`src/common/adf_pkg.sv`:
```
// package: register map, field layout and constants of the decimation filter
`default_nettype none
package adf_pkg;
  // ----------------------------------------------------------------------
  // modulator clock
  // ----------------------------------------------------------------------
  localparam int unsigned MOD_DIV      = 16;
  localparam logic [3:0]  MOD_DIV_LAST = 4'(MOD_DIV - 1);
  // ----------------------------------------------------------------------
  // register map
  // ----------------------------------------------------------------------
  localparam logic [11:0] OFF_RATE_CFG = 12'h004;
  localparam logic [11:0] OFF_STATUS   = 12'h008;
  localparam logic [11:0] OFF_DATA     = 12'h00c;
  localparam int          CODE_LSB     = 0;
  localparam int          CODE_W       = 4;
  localparam int          FILT_BIT     = 4;
  localparam int          CLK_SEL_BIT  = 5;
  localparam int          DRDY_BIT     = 0;
  localparam logic [7:0]  RATE_CFG_RST = 8'h14;
  localparam logic [1:0]  RESP_OKAY    = 2'h0;
  localparam logic [1:0]  RESP_SLVERR  = 2'h2;
  // ----------------------------------------------------------------------
  // oversampling ratio per rate code
  // ----------------------------------------------------------------------
  localparam int OSR_W = 17;
  typedef logic [OSR_W-1:0] adf_osr_t;
  typedef logic [CODE_W-1:0] adf_code_t;
  function automatic adf_osr_t adf_osr(input adf_code_t code);
    case (code)
      4'h0:    adf_osr = 17'h19000;
      4'h1:    adf_osr = 17'h0c800;
      4'h2:    adf_osr = 17'h06400;
      4'h3:    adf_osr = 17'h03c00;
      4'h4:    adf_osr = 17'h03200;
      4'h5:    adf_osr = 17'h01400;
      4'h6:    adf_osr = 17'h010a8;
      4'h7:    adf_osr = 17'h00a00;
      4'h8:    adf_osr = 17'h00500;
      4'h9:    adf_osr = 17'h00280;
      4'ha:    adf_osr = 17'h00140;
      4'hb:    adf_osr = 17'h00100;
      4'hc:    adf_osr = 17'h00080;
      default: adf_osr = 17'h00040;
    endcase
  endfunction : adf_osr
endpackage : adf_pkg
`default_nettype wire

```
`src/common/adf_flt_if.sv`:
```
// interface: control and result between sequencer and third_order_sinc_path path
`default_nettype none
interface adf_flt_if #(parameter int ACC_W = 52);
  logic             tick;
  logic             bit_in;
  logic             restart;
  logic             dump;
  logic [ACC_W-1:0] result;
  logic             valid;
  modport ctl (output tick, bit_in, restart, dump, input result, valid);
  modport flt (input tick, bit_in, restart, dump, output result, valid);
endinterface : adf_flt_if
`default_nettype wire

```
`src/logic/adf_third_order_sinc_path.sv`:
```
// module: third order sinc decimator, integrators and combs
`default_nettype none
module adf_third_order_sinc_path #(
  parameter int ACC_W = 52
) (
  input  wire logic aclk,
  input  wire logic aresetn,
  adf_flt_if.flt    f
);
  // ----------------------------------------------------------------------
  // integrators at the modulator rate
  // ----------------------------------------------------------------------
  logic [ACC_W-1:0] i1_r, i2_r, i3_r;
  logic [ACC_W-1:0] d1_r, d2_r, d3_r;
  logic [ACC_W-1:0] c1, c2, c3;
  logic [ACC_W-1:0] res_r;
  logic             val_r;

  always_ff @(posedge aclk) begin
    if (!aresetn || f.restart) begin
      i1_r <= '0;
      i2_r <= '0;
      i3_r <= '0;
    end else if (f.tick) begin
      i1_r <= i1_r + ACC_W'(f.bit_in);
      i2_r <= i2_r + i1_r;
      i3_r <= i3_r + i2_r;
    end
  end

  // ----------------------------------------------------------------------
  // combs at the output rate
  // ----------------------------------------------------------------------
  always_comb begin
    c1 = i3_r - d1_r;
    c2 = c1 - d2_r;
    c3 = c2 - d3_r;
  end

  always_ff @(posedge aclk) begin
    if (!aresetn || f.restart) begin
      d1_r  <= '0;
      d2_r  <= '0;
      d3_r  <= '0;
      res_r <= '0;
      val_r <= 1'b0;
    end else begin
      val_r <= f.dump;
      if (f.dump) begin
        d1_r  <= i3_r;
        d2_r  <= c1;
        d3_r  <= c2;
        res_r <= c3;
      end
    end
  end

  assign f.result = res_r;
  assign f.valid  = val_r;
endmodule : adf_third_order_sinc_path
`default_nettype wire

```
`src/logic/adf_top.sv`:
```
// module: decimation filter with modulator clock and axi4-lite registers
//
// Chosen here: the AXI4-Lite slave port.
`default_nettype none
module adf_top #(
  parameter int ACC_W = 52
) (
  input  wire logic        aclk,
  input  wire logic        aresetn,
  input  wire logic [11:0] s_axi_awaddr,
  input  wire logic        s_axi_awvalid,
  output logic             s_axi_awready,
  input  wire logic [31:0] s_axi_wdata,
  input  wire logic [3:0]  s_axi_wstrb,
  input  wire logic        s_axi_wvalid,
  output logic             s_axi_wready,
  output logic [1:0]       s_axi_bresp,
  output logic             s_axi_bvalid,
  input  wire logic        s_axi_bready,
  input  wire logic [11:0] s_axi_araddr,
  input  wire logic        s_axi_arvalid,
  output logic             s_axi_arready,
  output logic [31:0]      s_axi_rdata,
  output logic [1:0]       s_axi_rresp,
  output logic             s_axi_rvalid,
  input  wire logic        s_axi_rready,
  input  wire logic        mod_bit,
  output logic             mod_clk,
  output logic             clk_src_ext,
  output logic [31:0]      conv_data,
  output logic             conv_valid
);
  // ----------------------------------------------------------------------
  // declarations
  // ----------------------------------------------------------------------
  adf_flt_if #(.ACC_W(ACC_W)) flt ();

  logic [3:0]          div_cnt_r;
  logic                mod_clk_r, tick_r, bit_r;
  logic [7:0]          cfg_r;
  logic                restart_r, dump_r;
  adf_pkg::adf_osr_t   osr, conv_cnt_r, ll_acc_r, ll_res_r;
  logic                ll_valid_r, valid_r, drdy_r;
  logic [31:0]         data_r, sinc_word;
  logic                awready_r, wready_r, bvalid_r;
  logic [11:0]         awaddr_r;
  logic [31:0]         wdata_r;
  logic                wstrb0_r;
  logic [1:0]          bresp_r;
  logic                arready_r, rvalid_r;
  logic [31:0]         rdata_r;
  logic [1:0]          rresp_r;
  logic                wr_go, rd_go, cfg_wr, data_rd;

  // ----------------------------------------------------------------------
  // modulator clock divider
  // ----------------------------------------------------------------------
  always_ff @(posedge aclk) begin
    if (!aresetn) begin
      div_cnt_r <= 4'h0;
      mod_clk_r <= 1'b0;
      tick_r    <= 1'b0;
      bit_r     <= 1'b0;
    end else begin
      div_cnt_r <= div_cnt_r + 4'h1;
      mod_clk_r <= div_cnt_r[3];
      tick_r    <= (div_cnt_r == adf_pkg::MOD_DIV_LAST);
      if (div_cnt_r == adf_pkg::MOD_DIV_LAST)
        bit_r <= mod_bit;
    end
  end

  // ----------------------------------------------------------------------
  // rate lookup and conversion counter
  // ----------------------------------------------------------------------
  // code alone picks the ratio, filter bit is not looked at
  assign osr = adf_pkg::adf_osr(cfg_r[adf_pkg::CODE_LSB +: adf_pkg::CODE_W]);

  always_ff @(posedge aclk) begin
    if (!aresetn || restart_r) begin
      conv_cnt_r <= '0;
      dump_r     <= 1'b0;
    end else begin
      dump_r <= tick_r && (conv_cnt_r == osr - 17'h1);
      if (tick_r)
        conv_cnt_r <= (conv_cnt_r == osr - 17'h1) ? '0
                                                  : conv_cnt_r + 17'h1;
    end
  end

  // ----------------------------------------------------------------------
  // low latency path: integrate and dump over one conversion
  // ----------------------------------------------------------------------
  always_ff @(posedge aclk) begin
    if (!aresetn || restart_r) begin
      ll_acc_r   <= '0;
      ll_res_r   <= '0;
      ll_valid_r <= 1'b0;
    end else begin
      ll_valid_r <= dump_r;
      if (dump_r) begin
        ll_res_r <= ll_acc_r;
        ll_acc_r <= '0;
      end else if (tick_r) begin
        ll_acc_r <= ll_acc_r + adf_pkg::OSR_W'(bit_r);
      end
    end
  end

  // ----------------------------------------------------------------------
  // third_order_sinc_path path
  // ----------------------------------------------------------------------
  assign flt.tick    = tick_r;
  assign flt.bit_in  = bit_r;
  assign flt.restart = restart_r;
  assign flt.dump    = dump_r;
  assign sinc_word   = flt.result[ACC_W-1 -: 32];

  adf_third_order_sinc_path #(.ACC_W(ACC_W)) u_third_order_sinc_path (
    .aclk    (aclk),
    .aresetn (aresetn),
    .f       (flt.flt)
  );

  // ----------------------------------------------------------------------
  // output select and data ready
  // ----------------------------------------------------------------------
  always_ff @(posedge aclk) begin
    if (!aresetn || restart_r) begin
      data_r  <= '0;
      valid_r <= 1'b0;
    end else begin
      valid_r <= ll_valid_r;
      if (ll_valid_r && !cfg_r[adf_pkg::FILT_BIT])
        data_r <= 32'(ll_res_r);
      else if (flt.valid && cfg_r[adf_pkg::FILT_BIT])
        data_r <= sinc_word;
    end
  end

  // a new result wins over a read that clears the flag
  always_ff @(posedge aclk) begin
    if (!aresetn)
      drdy_r <= 1'b0;
    else if (valid_r)
      drdy_r <= 1'b1;
    else if (data_rd)
      drdy_r <= 1'b0;
  end

  // ----------------------------------------------------------------------
  // axi4-lite write channel
  // ----------------------------------------------------------------------
  assign wr_go  = !awready_r && !wready_r && !bvalid_r;
  assign cfg_wr = wr_go && wstrb0_r && (awaddr_r == adf_pkg::OFF_RATE_CFG);

  always_ff @(posedge aclk) begin
    if (!aresetn) begin
      awready_r <= 1'b1;
      wready_r  <= 1'b1;
      bvalid_r  <= 1'b0;
      bresp_r   <= adf_pkg::RESP_OKAY;
      awaddr_r  <= '0;
      wdata_r   <= '0;
      wstrb0_r  <= 1'b0;
    end else begin
      if (awready_r && s_axi_awvalid) begin
        awready_r <= 1'b0;
        awaddr_r  <= {s_axi_awaddr[11:2], 2'h0};
      end
      if (wready_r && s_axi_wvalid) begin
        wready_r <= 1'b0;
        wdata_r  <= s_axi_wdata;
        wstrb0_r <= s_axi_wstrb[0];
      end
      if (wr_go) begin
        bvalid_r <= 1'b1;
        bresp_r  <= (awaddr_r == adf_pkg::OFF_RATE_CFG) ? adf_pkg::RESP_OKAY
                                                        : adf_pkg::RESP_SLVERR;
      end
      if (bvalid_r && s_axi_bready) begin
        bvalid_r  <= 1'b0;
        awready_r <= 1'b1;
        wready_r  <= 1'b1;
      end
    end
  end

  // rate register; a write with byte 0 strobed restarts the conversion
  always_ff @(posedge aclk) begin
    if (!aresetn) begin
      cfg_r       <= adf_pkg::RATE_CFG_RST;
      restart_r   <= 1'b0;
      clk_src_ext <= 1'b0;
    end else begin
      restart_r   <= cfg_wr;
      clk_src_ext <= cfg_r[adf_pkg::CLK_SEL_BIT];
      if (cfg_wr)
        cfg_r <= wdata_r[7:0];
    end
  end

  // ----------------------------------------------------------------------
  // axi4-lite read channel
  // ----------------------------------------------------------------------
  assign rd_go   = arready_r && s_axi_arvalid;
  assign data_rd = rd_go && (s_axi_araddr[11:2] == adf_pkg::OFF_DATA[11:2]);

  always_ff @(posedge aclk) begin
    if (!aresetn) begin
      arready_r <= 1'b1;
      rvalid_r  <= 1'b0;
      rdata_r   <= '0;
      rresp_r   <= adf_pkg::RESP_OKAY;
    end else begin
      if (rd_go) begin
        arready_r <= 1'b0;
        rvalid_r  <= 1'b1;
        rresp_r   <= adf_pkg::RESP_OKAY;
        case ({s_axi_araddr[11:2], 2'h0})
          adf_pkg::OFF_RATE_CFG: rdata_r <= {24'h0, cfg_r};
          adf_pkg::OFF_STATUS:   rdata_r <= {31'h0, drdy_r};
          adf_pkg::OFF_DATA:     rdata_r <= data_r;
          default: begin
            rdata_r <= '0;
            rresp_r <= adf_pkg::RESP_SLVERR;
          end
        endcase
      end
      if (rvalid_r && s_axi_rready) begin
        rvalid_r  <= 1'b0;
        arready_r <= 1'b1;
      end
    end
  end

  // ----------------------------------------------------------------------
  // outputs
  // ----------------------------------------------------------------------
  assign s_axi_awready = awready_r;
  assign s_axi_wready  = wready_r;
  assign s_axi_bvalid  = bvalid_r;
  assign s_axi_bresp   = bresp_r;
  assign s_axi_arready = arready_r;
  assign s_axi_rvalid  = rvalid_r;
  assign s_axi_rdata   = rdata_r;
  assign s_axi_rresp   = rresp_r;
  assign mod_clk       = mod_clk_r;
  assign conv_data     = data_r;
  assign conv_valid    = valid_r;

  // ----------------------------------------------------------------------
  // assertions
  // ----------------------------------------------------------------------
  property p_tick_period;
    @(posedge aclk) disable iff (!aresetn)
      tick_r |-> ##1 !tick_r [*8] ##1 !tick_r [*7] ##1 tick_r;
  endproperty
  a_tick_period: assert property (p_tick_period)
    else $error("modulator tick not every 16 clocks");
  property p_mod_clk_high;
    @(posedge aclk) disable iff (!aresetn)
      $rose(mod_clk_r) |-> mod_clk_r [*8] ##1 !mod_clk_r;
  endproperty
  a_mod_clk_high: assert property (p_mod_clk_high)
    else $error("modulator clock high phase not 8 clocks");
  property p_dump_at_ratio;
    @(posedge aclk) disable iff (!aresetn || restart_r)
      dump_r |-> $past(tick_r) && $past(conv_cnt_r) == $past(osr) - 17'h1
                 && conv_cnt_r == '0;
  endproperty
  a_dump_at_ratio: assert property (p_dump_at_ratio)
    else $error("decimation not at ratio count");
  property p_cnt_bound;
    @(posedge aclk) disable iff (!aresetn)
      conv_cnt_r < osr || $past(cfg_wr) || restart_r;
  endproperty
  a_cnt_bound: assert property (p_cnt_bound)
    else $error("conversion counter ran past ratio");
  property p_ratio_fast;
    @(posedge aclk) disable iff (!aresetn)
      cfg_r[3:0] == 4'hd |-> osr == 17'h00040;
  endproperty
  a_ratio_fast: assert property (p_ratio_fast)
    else $error("code 1101 ratio is not 64");
  property p_ratio_slow;
    @(posedge aclk) disable iff (!aresetn)
      cfg_r[3:0] == 4'h0 |-> osr == 17'h19000;
  endproperty
  a_ratio_slow: assert property (p_ratio_slow)
    else $error("code 0000 ratio is not 102400");
  property p_ll_select;
    @(posedge aclk) disable iff (!aresetn || restart_r)
      ll_valid_r && !cfg_r[adf_pkg::FILT_BIT] |=>
        valid_r && data_r == 32'($past(ll_res_r));
  endproperty
  a_ll_select: assert property (p_ll_select)
    else $error("low latency result not delivered");
  property p_sinc_select;
    @(posedge aclk) disable iff (!aresetn || restart_r)
      flt.valid && cfg_r[adf_pkg::FILT_BIT] |=>
        valid_r && data_r == $past(sinc_word);
  endproperty
  a_sinc_select: assert property (p_sinc_select)
    else $error("third_order_sinc_path result not delivered");
  property p_drdy_set;
    @(posedge aclk) disable iff (!aresetn)
      valid_r |=> drdy_r;
  endproperty
  a_drdy_set: assert property (p_drdy_set)
    else $error("data ready not set after result");
  property p_clk_sel;
    @(posedge aclk) disable iff (!aresetn)
      ##1 clk_src_ext == $past(cfg_r[adf_pkg::CLK_SEL_BIT]);
  endproperty
  a_clk_sel: assert property (p_clk_sel)
    else $error("clock select output wrong");
endmodule : adf_top
`default_nettype wire

```
`config.mk`:
```
export PLATFORM = sky130hd
export DESIGN_NAME = adf_top
export DESIGN_NICKNAME = d
export VERILOG_FILES = /design/src/common/adf_pkg.sv /design/src/common/adf_flt_if.sv /design/src/logic/adf_third_order_sinc_path.sv /design/src/logic/adf_top.sv
export SDC_FILE = /design/constraint.sdc
export NUM_CORES = 1
export LEC_CHECK = 0
export ABC_AREA = 1
export BUFFER_PORTS_ARGS = -buffer_cell sky130_fd_sc_hd__buf_2
export CAP_MARGIN = 20
export CORE_ASPECT_RATIO = 0.5
export CORE_UTILIZATION = 65
export CTS_BUF_LIST = sky130_fd_sc_hd__clkbuf_4 sky130_fd_sc_hd__clkbuf_8
export CTS_CLUSTER_SIZE = 10
export DETAILED_ROUTE_END_ITERATION = 10
export PLACE_DENSITY = 0.86
export SYNTH_ARGS = -nofsm -noshare
export SYNTH_HDL_FRONTEND = slang
export SYNTH_SLANG_ARGS = --single-unit
```
`constraint.sdc`:
```
create_clock -name aclk -period 7.01 [get_ports aclk]
set_clock_uncertainty 0.15 [all_clocks]
set_input_delay 1.0515 -clock aclk [delete_from_list [all_inputs] [get_ports aclk]]
set_output_delay 1.0515 -clock aclk [all_outputs]
set_load 0.005 [all_outputs]
```
Yosys cells after proc, flatten, opt, wreduce, memory -nomap -nowiden. Memories as Yosys holds them, arrays and structs flattened. A register that Yosys moved wholly into a read port is not among the register bits. Cells that the tools add are included.

Output and inout bits: 76. Memories kept: 1. Word-level logic and storage cells: 88. Register bits after elaboration: 528. Memory bits (read-only): 208.

Memories: (name not given) (words 16, bits a word 13, rd ports 1, clocked after Yosys merged registers in 1, write ports 0, line adf_pkg.sv:30) `case (code)`.

Reductions and logical operators: 26. Bitwise logic cells: 1. Add/sub/neg operators: 10. Multiplexer cells: 10. Eq/ne operators: 6.

Operator list (count): $sub A52 B52 Y52 (3); $add A52 B52 Y52 (2); $pmux W32 S3 (1); $add A52 B1 Y52 (1); $mux W17 (3); $eq A10 B1 Y1 const B (2); $eq A10 B2 Y1 const B (2); $add A17 B1 Y17 (1); $add A17 B1 Y17 const B (1); $eq A17 B17 Y1 (1); $sub A17 B1 Y17 const B (1); $logic_and A1 B1 Y1 (13); $mux W4 (2); $reduce_or A2 Y1 (4); $logic_not A1 Y1 (5); $add A4 B1 Y4 const B (1); $eq A4 B4 Y1 const B (1); $mux W2 (2); $reduce_bool A2 Y1 (2); $reduce_or A3 Y1 (1); $mux W1 (2); $logic_or A1 B1 Y1 (1); $not A1 Y1 (1).

Logic depth before layout (Yosys ltp).
Depth after elaboration: 7. Mapped depth: 42. Gate-level depth less buffers: 42.

Hierarchy. From an unflattened synthesis, not the netlist that was laid out.

Cell total of the unflattened synthesis: 5841. Area, all modules: 38315.5 um2.

By module, submodules not included: adf_third_order_sinc_path (seq. area each 7307.0 um2, area each 30912.1 um2, cells each 4855, times used 1); adf_top (seq. area each 3483.3 um2, area each 7403.4 um2, cells each 986, times used 1).

Worst setup path after synthesis. Ideal clock, no wire load.

Kind: reg-to-reg. Start point: reg u_third_order_sinc_path.i3_r[0]. End point: reg u_third_order_sinc_path.res_r[38] (netlist: u_third_order_sinc_path.f.result[38]). Buffers on the path: 0. Cell stages (with the launch flop): 38. Setup time: 0.113 ns. Slack: 1.911 ns. Data arrival time: 4.836 ns. Required time: 6.747 ns. Cell sequence: dfxtp_1 > inv_1 > ha_1 > fa_1 > inv_1 > nand3_1 > nand2_1 > nand2_1 > nand2_1 > nand2_1 > nand2_1 > nand2_1 > nand2_1 > nand2_1 > nand2_1 > xor2_1 > ha_1 > nand2_1 > [... 2 more ...] > a21oi_1 > o31ai_1 > nand2_1 > nand2_1 > nand2_1 > and2_1 > ha_1 > nand2_1 > nor2_1 > inv_1 > nor4_1 > a21oi_1 > o21ai_2 > nand2_1 > nand2_1 > nand2_1 > nand3_1 > nand2_1.

Word-level cells in the longest chain between the ends: 3.

RTL lines: start: declaration (line adf_third_order_sinc_path.sv:13) `logic [ACC_W-1:0] i1_r, i2_r, i3_r;`; start signal: assignment (line adf_third_order_sinc_path.sv:27) `i3_r <= i3_r + i2_r;`; $sub A52 B52 Y52 (line adf_third_order_sinc_path.sv:35) `c1 = i3_r - d1_r;`; named net u_third_order_sinc_path.c1[18] (line adf_third_order_sinc_path.sv:15) `logic [ACC_W-1:0] c1, c2, c3;`; $sub A52 B52 Y52 (line adf_third_order_sinc_path.sv:36) `c2 = c1 - d2_r;`; named net u_third_order_sinc_path.c2[28] (line adf_third_order_sinc_path.sv:15); $sub A52 B52 Y52 (line adf_third_order_sinc_path.sv:37) `c3 = c2 - d3_r;`; end signal: assignment (line adf_third_order_sinc_path.sv:45) `res_r <= '0;`; end signal: assignment (line adf_third_order_sinc_path.sv:53) `res_r <= c3;`; end: declaration (line adf_third_order_sinc_path.sv:16) `logic [ACC_W-1:0] res_r;`.

The timed path passes the listed nets, and every way through them passes these cells. A chain may end at the register's enable or synchronous reset.

Worst setup path in the final report.
Start point: reg u_third_order_sinc_path.i3_r[1]. End point: reg u_third_order_sinc_path.res_r[49] (netlist: u_third_order_sinc_path.f.result[49]).

Same word-level chain as after synthesis.

==> impl_metrics.ini <==
[outcome]
run_status = finished clean

[routing]
wl_um = 108000
drc = 0
num_vias = 37200
first_pass_iters = 6
wl_per_cell_um = 16.8
ant_nets = 0
vias_per_cell = 5.75
drt_iter0_markers = 2795

[sta]
fmax_mhz = 155
setup_tns_ns = 0
hold_viol = 0
setup_viol = 0
worst_pin_slew_ns = 0.935
slew_headroom_pct = 37.7
fin_crit_sh_pct = 92.0
rsz0062_at_grt = no
maxSlewViolCount = 0
min_period_ns = 6.45

[cells_and_area]
final_layout_size_suffix_gt1_share_pct = 6.46
antenna_cells = 0
syn_to_final_growth_pct = 7.93
fillers = 4686
layoutNonFillerInstCount = 6456
layout.nets = 5998

[placed_design]
io_buffers = 110
dpl.hpwl_um = 84000
dp_cells = 6322
place_congestion = 1.02

[worst_setup_path]
crit_arrival_ns = 6.88
worst_r2r_startpoint = u_third_order_sinc_path.i3_r[1]$_SDFFE_PP0P_
critPathRequiredTime_ns = 7.44
worstSetupStartpointType = register
max_stage_delay_ns = 0.44
slowest_stage = dfxtp_1
crit_type = register to register
critPathLaunch = u_third_order_sinc_path.i3_r[1]$_SDFFE_PP0P_
cp_max_fo = 5
end_kind = register
cp_common_cell = nand2_1

[die]
fp.coreArea_um2 = 54500
initial_utilization_pct = 66.7
dieArea_um2 = 56900
die_w_um = 336
rows = 60
fp.dieH_um = 169
boundaryPins = 144

[worst_hold_path]
hold_class = register to register
hold_start = u_third_order_sinc_path.f.result[46]$_SDFFE_PP0P_

[synthesis]
netlist_area_um2 = 36300
ys_seq_area_share_pct = 28.5
synthCells = 5568
async_reset_ff_share_pct = 0
synth_area_per_cell_um2 = 6.53
synth_top_area_share_pct = 28.5
synth.ff_latch_count = 518
synth-main-ff-cell = dfxtp_1
yosys-top-cells-count = nand2_1, inv_1, nor2_1, dfxtp_1, o21ai_0
synth_cell_types = 69
yosysMostFrequentCell = nand2_1
yosys_warnings = 0
synth-edff-count = 0
yosys-top-cells-area = dfxtp_1, nand2_1, inv_1
yosysTopAreaCell = dfxtp_1

[clocking]
cts_resized = 0
cts_root_buf = clkbuf_8
cts_sinks = 518
clockBufferDepth = 3
htreeDepth = 3
postCtsHoldBufs = 0
cts_setup_buffers = 0
cts_buffers = 76
path_clk_slew_ns = 0.07
insertion_delay_ns = 0.70
cts_tree = done

[power]
p_leak_nw = 19.4
ir_worst_vdd_v = 0.000132
power_density_nw_per_um2 = 155

[global_route]
grt_pass1_wl_um = 170000
antenna_found_initial = 0
grt_usage_pct = 36.9
grt-ovfl-total = 0
grt_pass1_vias = 34400
grt_max_degree = 100

[flow_run]
maxCapViolCount = 0
## critical path: cells and delay by family, from the launching register on
family / cells / cell delay, ns
xor+xnor: 2 / 0.36
fa+ha+maj: 3 / 1.20
buf+inv: 5 / 0.52
flops: 1 / 0.44
simple gates: 19 / 2.29
compound gates: 7 / 1.40
## layer usage
layer / track usage (%) / vias up / routed length [µm]
met4: 14.8 / 0 / 4190
met3: 5.38 / 251 / 8580
met2: 61.0 / 1490 / 47400
met1: 48.5 / 16900 / 47900
li1: - / 18500 / -
met5: 0 / - / 0
## layout by cell type, fill, tap and decap left out, drive strengths merged, types with 3 or more instances in the layout
cell type | Yosys | final
clkinv | 2 | 13
nor2 | 657 | 657
xor2 | 154 | 154
or2 | 13 | 13
dfxtp | 518 | 518
inv | 988 | 993
o22ai | 86 | 86
a21o | 40 | 40
nor3 | 96 | 96
a211oi | 5 | 5
and3 | 15 | 15
o2111ai | 4 | 4
nor3b | 3 | 3
nand3b | 5 | 5
o221a | 4 | 4
nand2 | 1040 | 1040
a21oi | 466 | 466
xnor2 | 41 | 41
o21ai | 515 | 515
o21bai | 41 | 41
and2 | 7 | 7
fa | 4 | 4
ha | 268 | 268
a22o | 3 | 3
o21a | 18 | 18
a31o | 7 | 7
bufinv | 0 | 4
a31oi | 81 | 81
nand3 | 196 | 196
clkbuf | 89 | 111
o211ai | 40 | 40
nor4 | 38 | 38
a21boi | 15 | 15
o221ai | 16 | 16
buf | 25 | 125
nand4 | 53 | 53
a221oi | 6 | 6
## path summary, 6_finish.rpt
| path | to | slack [ns] | depth (start not counted) |
|---|---|---|---|
| max reg2reg | u_third_order_sinc_path.f.result[49]$_SDFFE_PP0P_ | 0.56 | 36 |
| max | u_third_order_sinc_path.f.result[49]$_SDFFE_PP0P_ | 0.56 | 36 |
| min | u_third_order_sinc_path.f.result[46]$_SDFFE_PP0P_ | 0.30 | 2 |
| min reg2reg | u_third_order_sinc_path.f.result[46]$_SDFFE_PP0P_ | 0.30 | 2 |
## layout make-up
cell class	count	area, µm²	share of cell area, %
sequential	518	10400	26.4
clock inverter	21	272	0.692
multi-input combinational	3947	21800	55.6
tap	744	931	2.37
clock buffer	111	1430	3.64
inverter	990	3720	9.49
timing repair buffer	125	687	1.75
## registers in the layout, indices dropped and copies added (netlist names), 4 cells and up
| register | count |
|---|---|
| ll_acc_r | 17 |
| osr | 12 |
| ll_res_r | 17 |
| wdata_r | 8 |
| div_cnt_r | 4 |
| u_third_order_sinc_path.i3_r | 52 |
| conv_cnt_r | 17 |
| conv_data | 32 |
| u_third_order_sinc_path.d1_r | 52 |
| cfg_r | 8 |
| u_third_order_sinc_path.f.result | 32 |
| u_third_order_sinc_path.i2_r | 52 |
| u_third_order_sinc_path.d2_r | 52 |
| u_third_order_sinc_path.d3_r | 52 |
| awaddr_r | 10 |
| u_third_order_sinc_path.i1_r | 52 |
| s_axi_rdata | 32 |
## power by group
group	internal (W)	leakage, nW	total (W)	switching, W
combinational	0.000116	14.3	0.000368	0.000252
clock	0.00148	0.895	0.00276	0.00128
sequential	0.00296	4.18	0.00297	0.00000949
total	0.00455	19.4	0.00610	0.00154
## metrics by stage
step | setup WS, ns | util [%] | total power, W | hold WS, ns | area [µm²]
floorplan | 1.91 | - | 0.00330 | 0.268 | 36300
global placement | 0.780 | 68.8 | 0.00338 | 0.279 | 37500
detailed placement | 0.679 | 68.8 | 0.00339 | 0.287 | 37500
CTS | 0.680 | 71.9 | 0.00610 | 0.304 | 39200
global route | 0.00278 | 72.0 | 0.00628 | 0.318 | 39200
finish | 0.561 | 72.0 | 0.00610 | 0.304 | 39200
## kinds of logic after synthesis
family                     Yosys count  share of synthesized area, %
buffers and inverters             1104                          11.5
and+or+nand+nor                   2124                          24.7
AOI/OAI and AO/OA                 1354                          21.1
other                                1                        0.0103
DFF                                518                          28.5
xor gates and xnor gates           195                          4.72
adders and majority gates          272                          9.45
Power figures use the tool's default switching activity.
